<file path="src/pwf_defines.svh">
// Purpose: constants for the wide-to-narrow write fallback block
// Assumes: one clock, active-low PCI style signalling
// Notes: definitions only
`ifndef PWF_DEFINES_SVH
`define PWF_DEFINES_SVH
`define PWF_CNT_W 4
`define PWF_BURST_TWO 4'h2
`define PWF_BURST_ONE 4'h1
`define PWF_BURST_ZERO 4'h0
`define PWF_STATE_W 4
`define PWF_ST_IDLE 4'h0
`define PWF_ST_ADDR 4'h6
`define PWF_ST_WAIT 4'h7
`define PWF_ST_DATA 4'h8
`endif

</file>
<file path="src/pwf_pkg.sv">
// Purpose: types for the wide-to-narrow write fallback block
// Assumes: constants come from pwf_defines.svh
// Notes: carriers group PCI output and PCI input signals
`include "pwf_defines.svh"
package pwf_pkg;
	typedef enum {PWF_IDLE, PWF_ADDR, PWF_WAIT, PWF_DATA1, PWF_DATA2, PWF_DONE} pwf_state_t;
	typedef struct packed {
		logic framen;
		logic irdyn;
		logic reqn;
		logic [63:0] ad;
		logic [7:0] cben;
		logic ad_oe;
	} pwf_pci_out_t;
	typedef struct packed {
		logic gntn;
		logic devseln;
		logic trdyn;
		logic ack64n;
	} pwf_pci_in_t;
endpackage : pwf_pkg
</file>
<file path="src/pwf_master_write.sv">
// Purpose: run a local 64-bit write as a two-phase 32-bit burst when the
//   target answers without ack64n
// Assumes: address phase driven by the caller via addr_phase pulse
// Notes: PCI inputs are synchronised by two flops before use
//
// Contract
// - Deassert reqn the cycle after framen asserted with wide request deasserted.
// - After both strobes in address phase, drive both words on full ad/cben.
// - Local grant follows PCI grant and drops when it drops.
// - On 32-bit answer clear wide flag, set burst count two, burst.
// - devseln and local ready last cycle: assert irdyn for 32-bit burst.
// - Hold framen asserted during the burst until its final data phase.
// - A data phase completes only when irdyn and trdyn both asserted.
// - Decrement burst count the cycle after each completed data phase.
// - After first word taken, put second word on low ad and cben.
// - Local ready last cycle keeps irdyn asserted for next phase.
// - Master gives two words and enables; device asserts both strobes.
`timescale 1ns/1ps
`include "pwf_defines.svh"
module pwf_master_write
	import pwf_pkg::*;
(
	input wire logic sys_clk,
	input wire logic nrst,
	input wire logic addr_phase,
	input wire logic [31:0] start_addr,
	input wire logic [3:0] command,
	input wire logic local_wide_request_n,
	input wire logic local_source_ready_n,
	input wire logic [63:0] local_data_in,
	input wire logic [7:0] local_byte_enables_in,
	input wire logic gntn_pin,
	input wire logic devseln_pin,
	input wire logic trdyn_pin,
	input wire logic ack64n_pin,
	output logic framen,
	output logic irdyn,
	output logic reqn,
	output logic [63:0] ad_out,
	output logic [7:0] cben_out,
	output logic ad_oe,
	output logic local_grant_n,
	output logic local_low_word_strobe_n,
	output logic local_low_word_taken_n,
	output logic local_high_word_taken_n,
	output logic local_wide_transfer_flag_n,
	output logic [`PWF_CNT_W-1:0] local_phase_counter,
	output logic [`PWF_STATE_W-1:0] local_master_state
);

	// ----------------------------------------
	// Input synchronisers
	// ----------------------------------------
	pwf_pci_in_t meta_reg;
	pwf_pci_in_t pin_reg;
	pwf_pci_in_t pin_now;
	assign pin_now = '{gntn: gntn_pin, devseln: devseln_pin, trdyn: trdyn_pin,
		ack64n: ack64n_pin};

	always_ff @(posedge sys_clk or negedge nrst) begin
		if (!nrst) begin
			meta_reg <= '1;
			pin_reg <= '1;
		end else begin
			meta_reg <= pin_now;
			pin_reg <= meta_reg;
		end
	end

	// ----------------------------------------
	// State and datapath registers
	// ----------------------------------------
	pwf_state_t state_reg, state_next;
	pwf_pci_out_t pci_reg, pci_next;
	logic [31:0] hi_word_reg, hi_word_next;
	logic [3:0] hi_be_reg, hi_be_next;
	logic [`PWF_CNT_W-1:0] cnt_reg, cnt_next;
	logic wide_n_reg, wide_n_next;
	logic strobes_reg, strobes_next;
	logic rdy_prev_reg;
	logic req64_prev_reg;
	logic gnt_reg;

	function automatic logic [`PWF_STATE_W-1:0] state_code(input pwf_state_t s);
		case (s)
			PWF_ADDR: state_code = `PWF_ST_ADDR;
			PWF_WAIT: state_code = `PWF_ST_WAIT;
			PWF_DATA1, PWF_DATA2, PWF_DONE: state_code = `PWF_ST_DATA;
			default: state_code = `PWF_ST_IDLE;
		endcase
	endfunction : state_code

	// Data phase done only on both ready strobes
	// phase completion
	wire phase_done = !pci_reg.irdyn && !pin_reg.trdyn;
	wire narrow_ack = !pin_reg.devseln && pin_reg.ack64n;
	wire final_phase = (cnt_reg == `PWF_BURST_ONE);

	always_comb begin
		state_next = state_reg;
		pci_next = pci_reg;
		hi_word_next = hi_word_reg;
		hi_be_next = hi_be_reg;
		cnt_next = cnt_reg;
		wide_n_next = wide_n_reg;
		strobes_next = 1'b1;
		if (!pci_reg.framen && req64_prev_reg) begin
			pci_next.reqn = 1'b1;
		end
		case (state_reg)
			PWF_IDLE: begin
				pci_next = '{framen: 1'b1, irdyn: 1'b1, reqn: 1'b1,
					ad: 64'h0, cben: 8'h0, ad_oe: 1'b0};
				if (addr_phase) begin
					pci_next.framen = 1'b0;
					pci_next.reqn = 1'b0;
					pci_next.ad = {32'h0, start_addr};
					pci_next.cben = {4'h0, command};
					pci_next.ad_oe = 1'b1;
					wide_n_next = local_wide_request_n;
					cnt_next = `PWF_BURST_ONE;
					strobes_next = local_source_ready_n;
					state_next = PWF_ADDR;
				end
			end
			PWF_ADDR: begin
				if (!strobes_reg) begin
					pci_next.ad = local_data_in;
					pci_next.cben = local_byte_enables_in;
					hi_word_next = local_data_in[63:32];
					hi_be_next = local_byte_enables_in[7:4];
				end
				state_next = PWF_WAIT;
			end
			PWF_WAIT: begin
				if (narrow_ack) begin
					wide_n_next = 1'b1;
					cnt_next = `PWF_BURST_TWO;
				end
				if (!pin_reg.devseln && rdy_prev_reg) begin
					pci_next.irdyn = 1'b0;
					state_next = PWF_DATA1;
				end
			end
			PWF_DATA1: begin
				pci_next.framen = 1'b0;
				if (phase_done) begin
					pci_next.ad = {32'h0, hi_word_reg};
					pci_next.cben = {4'h0, hi_be_reg};
					pci_next.irdyn = !rdy_prev_reg;
					state_next = PWF_DATA2;
				end
			end
			PWF_DATA2: begin
				pci_next.irdyn = pci_reg.irdyn && !rdy_prev_reg;
				pci_next.framen = final_phase;
				if (phase_done) begin
					pci_next.irdyn = 1'b1;
					pci_next.framen = 1'b1;
					state_next = PWF_DONE;
				end
			end
			PWF_DONE: begin
				pci_next.ad_oe = 1'b0;
				state_next = PWF_IDLE;
			end
			default: state_next = PWF_IDLE;
		endcase
		if (phase_done && cnt_reg != `PWF_BURST_ZERO) begin
			cnt_next = cnt_reg - `PWF_BURST_ONE;
		end
	end

	always_ff @(posedge sys_clk or negedge nrst) begin
		if (!nrst) begin
			state_reg <= PWF_IDLE;
			pci_reg <= '{framen: 1'b1, irdyn: 1'b1, reqn: 1'b1,
				ad: 64'h0, cben: 8'h0, ad_oe: 1'b0};
			hi_word_reg <= 32'h0;
			hi_be_reg <= 4'h0;
			cnt_reg <= `PWF_BURST_ZERO;
			wide_n_reg <= 1'b1;
			strobes_reg <= 1'b1;
			rdy_prev_reg <= 1'b0;
			req64_prev_reg <= 1'b0;
			gnt_reg <= 1'b1;
		end else begin
			state_reg <= state_next;
			pci_reg <= pci_next;
			hi_word_reg <= hi_word_next;
			hi_be_reg <= hi_be_next;
			cnt_reg <= cnt_next;
			wide_n_reg <= wide_n_next;
			strobes_reg <= strobes_next;
			rdy_prev_reg <= !local_source_ready_n;
			req64_prev_reg <= local_wide_request_n;
			gnt_reg <= pin_reg.gntn;
		end
	end

	// ----------------------------------------
	// Outputs
	// ----------------------------------------
	logic [`PWF_STATE_W-1:0] status_reg;
	always_ff @(posedge sys_clk or negedge nrst) begin
		if (!nrst) begin
			status_reg <= `PWF_ST_IDLE;
		end else begin
			status_reg <= state_code(state_next);
		end
	end

	assign framen = pci_reg.framen;
	assign irdyn = pci_reg.irdyn;
	assign reqn = pci_reg.reqn;
	assign ad_out = pci_reg.ad;
	assign cben_out = pci_reg.cben;
	assign ad_oe = pci_reg.ad_oe;
	assign local_grant_n = gnt_reg;
	assign local_low_word_strobe_n = strobes_reg;
	assign local_low_word_taken_n = strobes_reg;
	assign local_high_word_taken_n = strobes_reg;
	assign local_wide_transfer_flag_n = wide_n_reg;
	assign local_phase_counter = cnt_reg;
	assign local_master_state = status_reg;
endmodule : pwf_master_write

</file>
<file path="config.mk">
export PLATFORM = sky130hd
export DESIGN_NAME = pwf_master_write
export DESIGN_NICKNAME = d
export VERILOG_FILES = /design/src/pwf_pkg.sv /design/src/pwf_master_write.sv
export VERILOG_INCLUDE_DIRS = /design/src
export SDC_FILE = /design/constraint.sdc
export NUM_CORES = 1
export LEC_CHECK = 0
export BUFFER_PORTS_ARGS = -buffer_cell sky130_fd_sc_hd__buf_2
export CELL_PAD_IN_SITES_DETAIL_PLACEMENT = 1
export CELL_PAD_IN_SITES_GLOBAL_PLACEMENT = 1
export CORE_MARGIN = 2
export CORE_UTILIZATION = 44
export DETAILED_ROUTE_END_ITERATION = 12
export PLACE_DENSITY_LB_ADDON = 0.08
export RECOVER_POWER = 25
export SETUP_SLACK_MARGIN = 0.2
export SYNTH_ARGS = -nofsm -noshare
export SYNTH_HDL_FRONTEND = slang
export SYNTH_SLANG_ARGS = --single-unit
</file>
<file path="constraint.sdc">
create_clock -name sys_clk -period 3.99 [get_ports sys_clk]
set_input_delay 0.798 -clock sys_clk [delete_from_list [all_inputs] [get_ports sys_clk]]
set_output_delay 0.798 -clock sys_clk [all_outputs]
set_load 0.005 [all_outputs]
</file>
; Yosys cells after proc, flatten, opt, wreduce, memory -nomap -nowiden
; Index checks and enable logic that the tools add are counted.
[totals]
register_bits = 165
input_bits = 117
output_inout_bits = 89
word_cells = 99
[op_classes]
n_addsub = 1
eq_ne = 18
n_mux = 28
n_bitwise = 1
reduce_logical = 27
[op_table]
columns = cell, n
row1 = 72-bit case mux with 3 select lines, 1
row2 = 32-bit case mux with 5 select lines, 1
row3 = 72-bit two-way mux, 2
row4 = 32-bit by 2-bit equality test with 1-bit output (second input constant), 4
row5 = 32-bit by 3-bit equality test with 1-bit output (second input constant), 4
row6 = 32-bit two-way mux, 4
row7 = 74-bit two-way mux, 1
row8 = 32-bit by 1-bit equality test with 1-bit output (second input constant), 2
row9 = 32-bit logical NOT, 1
row10 = 4-bit two-way mux, 3
row11 = 4-bit case mux with 3 select lines, 1
row12 = 3-bit AND reduction, 4
row13 = 2-bit != test (second input constant), 5
row14 = 1-bit two-way mux, 9
row15 = 3-bit nonzero test, 3
row16 = 4-bit case mux with 2 select lines, 1
row17 = 4-bit nonzero test, 2
row18 = 1-bit logical AND, 6
row19 = 1-bit logical NOT, 6
row20 = 3-bit != test (second input constant), 2
row21 = 2-bit nonzero test, 3
row22 = 4-bit by 1-bit equality test with 1-bit output (second input constant), 1
row23 = 1-bit case mux with 2 select lines, 2
row24 = 1-bit case mux with 4 select lines, 1
row25 = 6 further kinds, 6

; Depth between registers and ports, before layout
[logic_depth]
ltp_word = 7
depth_mapped = 8
mapped_depth_nobuf = 6

; Worst setup path before layout
; No wires, ideal clock.
[synth_timing]
kind = reg2reg
from = reg state_reg[21]
to = reg hi_word_reg[27]
t_arrival_ps = 2140
required_time_ps = 3862
slack_ps = 1722
stages_incl_launch_ff = 8
cell_sequence = dfrtp_1 -> nor4_1 -> nand4_1 -> or2_1 -> buf_2 -> nor4_4 -> buf_2 -> mux2_1
[synth_via]
elab_chain_cells = 2
[synth_rtl]
columns = item, line_no
row1 = start: declaration, pwf_master_write.sv:73  ; pwf_state_t state_reg, state_next;
row2 = start signal: assignment, pwf_master_write.sv:188  ; state_reg <= state_next;
row3 = 32-bit by 1-bit equality test with 1-bit output, pwf_master_write.sv:110  ; case (state_reg)
row4 = 2-bit AND reduction (no source line), n/a
row5 = end signal: assignment, pwf_master_write.sv:190  ; hi_word_reg <= hi_word_next;
row6 = end: declaration, pwf_master_write.sv:75  ; logic [31:0] hi_word_reg, hi_word_next;
; No other way between the ends.
; A chain may end at the register's enable or synchronous reset.

; Worst setup path in the final report
[layout_timing]
from = reg state_reg[24]
to = reg pci_reg, in the netlist ad_out[35]
[layout_via]
elab_chain_cells = 3
[layout_rtl]
columns = item, line_no
row1 = 32-bit by 1-bit equality test with 1-bit output (tied with other cells), pwf_master_write.sv:110
row2 = 2-bit != test (no source line) / 3-bit nonzero test (equally long branches), n/a
row3 = 3-bit AND reduction (no source line), n/a
row4 = end signal: assignment, pwf_master_write.sv:177  ; pci_reg <= '{framen: 1'b1, irdyn: 1'b1, reqn: 1'b1,
row5 = end signal: assignment, pwf_master_write.sv:189  ; pci_reg <= pci_next;
row6 = end: declaration, pwf_master_write.sv:74  ; pwf_pci_out_t pci_reg, pci_next;
; Several ways; a longest one is shown, not always the timed one.

==> results.yml <==
final_layout:
  largest_reg_flops: 64
  drive_gt1_share_pct: 43.3
  final_cell_area_um2: 8850
  syn_to_final_growth_pct: 28.0
  multiInputGateArea_um2: 2720
  final_cells: 969
  fillers: 1636
  final-seq-area_um2: 4120
  final_nets: 865
critical_path:
  crit_path_end: "ad_out[35]$_DFFE_PN0P_"
  cp-end-kind: "register"
  critPathLaunchType: "register"
  arrival_ps: 3100
  reg2regPathDepth: 6
  crit_required_ps: 4290
  cp_max_fo: 24
  r2r_slack_ps: 1190
  r2r-start: "state_reg[24]$_DFF_PN0_"
  reg2reg_to: "ad_out[35]$_DFFE_PN0P_"
  cp-startpoint: "state_reg[24]$_DFF_PN0_"
  critical_path_class: "reg -> reg"
clocking:
  clock_sinks: 164
  clockBufferDepth: 2
  holdBufCountCts: 0
  cts_setup_buffers: 0
  root_buffer: "clkbuf_16"
  cts_made_buffers: 17
  cts_tree: "built"
  clkLatencyLatePin_ps: 420
  htree_levels: 4
  clkTransAtPathRegs_ps: 60
  cts_resized: 0
global_routing:
  grt_pass1_wl_um: 28700
  antenna_found_initial: 0
  grt_max_degree: 81
  grt_pass1_vias: 5272
  gr-total-overflow: 0
  grt_usage_pct: 22.6
timing:
  final.period_utilization_pct: 70.2
  finalCriticalPeriod_ps: 2800
  setup_tns_ps: 0
  max_freq_mhz: 357
  tightest_slew_ps: 2010
  max_slew_margin_pct: -33.7
  hold_violations: 0
  whs_ps: 358
  clock_skew_ps: 11.2
  finalMaxSlewViolations: 81
  rsz0062_at_grt: "no"
  setup_viol: 0
power:
  p_leak_nw: 4.49
  vdd_drop_max_uv: 299
  total_power_w: 0.00370
  powerDensity_nw_per_um2: 418
drt:
  viasPerCell: 5.15
  routed_wl_um: 18100
  drt_first_pass_iters: 6
  wl_per_cell_um: 18.7
  drtIter0Drc: 179
  ant_nets: 0
  drc: 0
  vias: 4990
placement:
  numPortBuffers: 205
  place_inst: 937
  place_hpwl_um: 12700
  place_area_um2: 8240
  place_congestion: 0.847
logic_synthesis:
  synth.area.mux_share_pct: 22.7
  ys_async_sr_fraction_pct: 100
  yosys-top-cells-count: "150 x dfrtp_1, 75 x mux2i_1, 68 x mux2_2, 42 x nand2_1, 36 x a22o_1"
  synth_top_family_by_area: "multiplexers"
  synth-xor-area-share_pct: 0
  yosysUniqueCellTypes: 41
  yosys.area.top_type: "dfrtp_1"
  ys_ff_latch: 164
  syn_area_um2: 6910
  synth_compound_area_share_pct: 7.15
  synth_edf_count: 0
  synth_simple_gate_area_share_pct: 7.18
  ys_warn_count: 0
  synth.area.top_cells: "dfrtp_1 54%, mux2_2 11%, mux2i_1 11%, dfstp_2 5.3%, a22o_1 4.6%"
  yosys.cell_count.top_type: "dfrtp_1"
  synthAdderAreaFrac_pct: 0.543
  synth_cells: 517
  synth_ff_type: "dfrtp_1"
  syn_avg_cell_area_um2: 13.4
  synth.top_cell.area_share_pct: 54.3
  ys_seq_area_share_pct: 59.6
floorplanning:
  dieArea_um2: 16700
  die_w_um: 129
  rows: 45
  core_area_um2: 15300
  fp.dieH_um: 129
  initial_utilization_pct: 45.3
  top_level_ports: 206
hold_path:
  hold_path.class: "reg -> reg"
  hold_depth: 0
status:
  status: "complete, but fails checks"
  violations: "capacitance limit, slew limit"
job:
  maxCapViolCount: 1
## through the flow
stage	utilization [%]	setup WS [ps]
finish	58.0	1190
floorplan	-	1720
detailed placement	54.0	1160
global route	58.0	972
global placement	54.0	1230
CTS	58.1	1160
## critical path: stages (launching register included)
cell     delay (ps)
dfrtp_1         360
nor4_1          300
nand4_1         250
or2_1           470
or3_1           680
buf_4           350
a22o_1          260
## routing by layer
metal  global-route usage, %  up-vias  part of all wire [%]
met5                       0        -                     0
met1                    29.5     2546                    42
met2                    37.3      150                    50
met3                    5.66       15                   6.3
met4                    6.84        0                   1.1
li1                        -     2279                     -
## how the worst min path moves through the flow
stage	from	to
3_3_place_gp	meta_reg[0]$_DFF_PN1_	pin_reg[0]$_DFF_PN1_
4_1_cts	meta_reg[2]$_DFF_PN1_	pin_reg[2]$_DFF_PN1_
3_5_place_dp	pin_reg[3]$_DFF_PN1_	local_grant_n$_DFF_PN1_
2_1_floorplan	pin_reg[3]$_DFF_PN1_	local_grant_n$_DFF_PN1_
5_1_grt	pin_reg[3]$_DFF_PN1_	local_grant_n$_DFF_PN1_
6_report	meta_reg[2]$_DFF_PN1_	pin_reg[2]$_DFF_PN1_
## cells in the final DEF (no fill, tap or decap), types with 8 or more instances in the layout
| cell type | Yosys | final |
|---|---|---|
| a22o_1 | 36 | 36 |
| buf_2 | 15 | 202 |
| buf_4 | 6 | 8 |
| clkbuf_16 | 0 | 17 |
| conb_1 | 1 | 29 |
| dfrtp_1 | 150 | 149 |
| dfstp_2 | 14 | 14 |
| mux2_2 | 68 | 68 |
| mux2i_1 | 75 | 75 |
| nand2_1 | 42 | 42 |
| nor2_1 | 13 | 13 |
## where the power goes
group / internal, W / switching [W]
sequential: 0.00171 / 0.0000302
combinational: 0.000109 / 0.000133
clock: 0.00106 / 0.000661
total: 0.00288 / 0.000825
## kinds of logic (layout without fill, tap and decap cells)
family	count (synthesis)	count (layout)
DFF	164	164
muxes	148	148
and+or+nand+nor	98	98
AOI/OAI and AO/OA	64	64
buffers and inverters	39	251
adders and majority gates	3	3
other	1	30
## layout make-up
class / instances / area share [%]
Antenna cell: 1 / 0.0283
Clock buffer: 19 / 5.00
Clock inverter: 12 / 2.02
Inverter: 5 / 0.212
Multi-Input combinational cell: 342 / 30.7
Sequential cell: 164 / 46.6
Tap cell: 211 / 2.98
Timing Repair Buffer: 215 / 12.5
No activity file was read; power rests on OpenSTA's default activity.
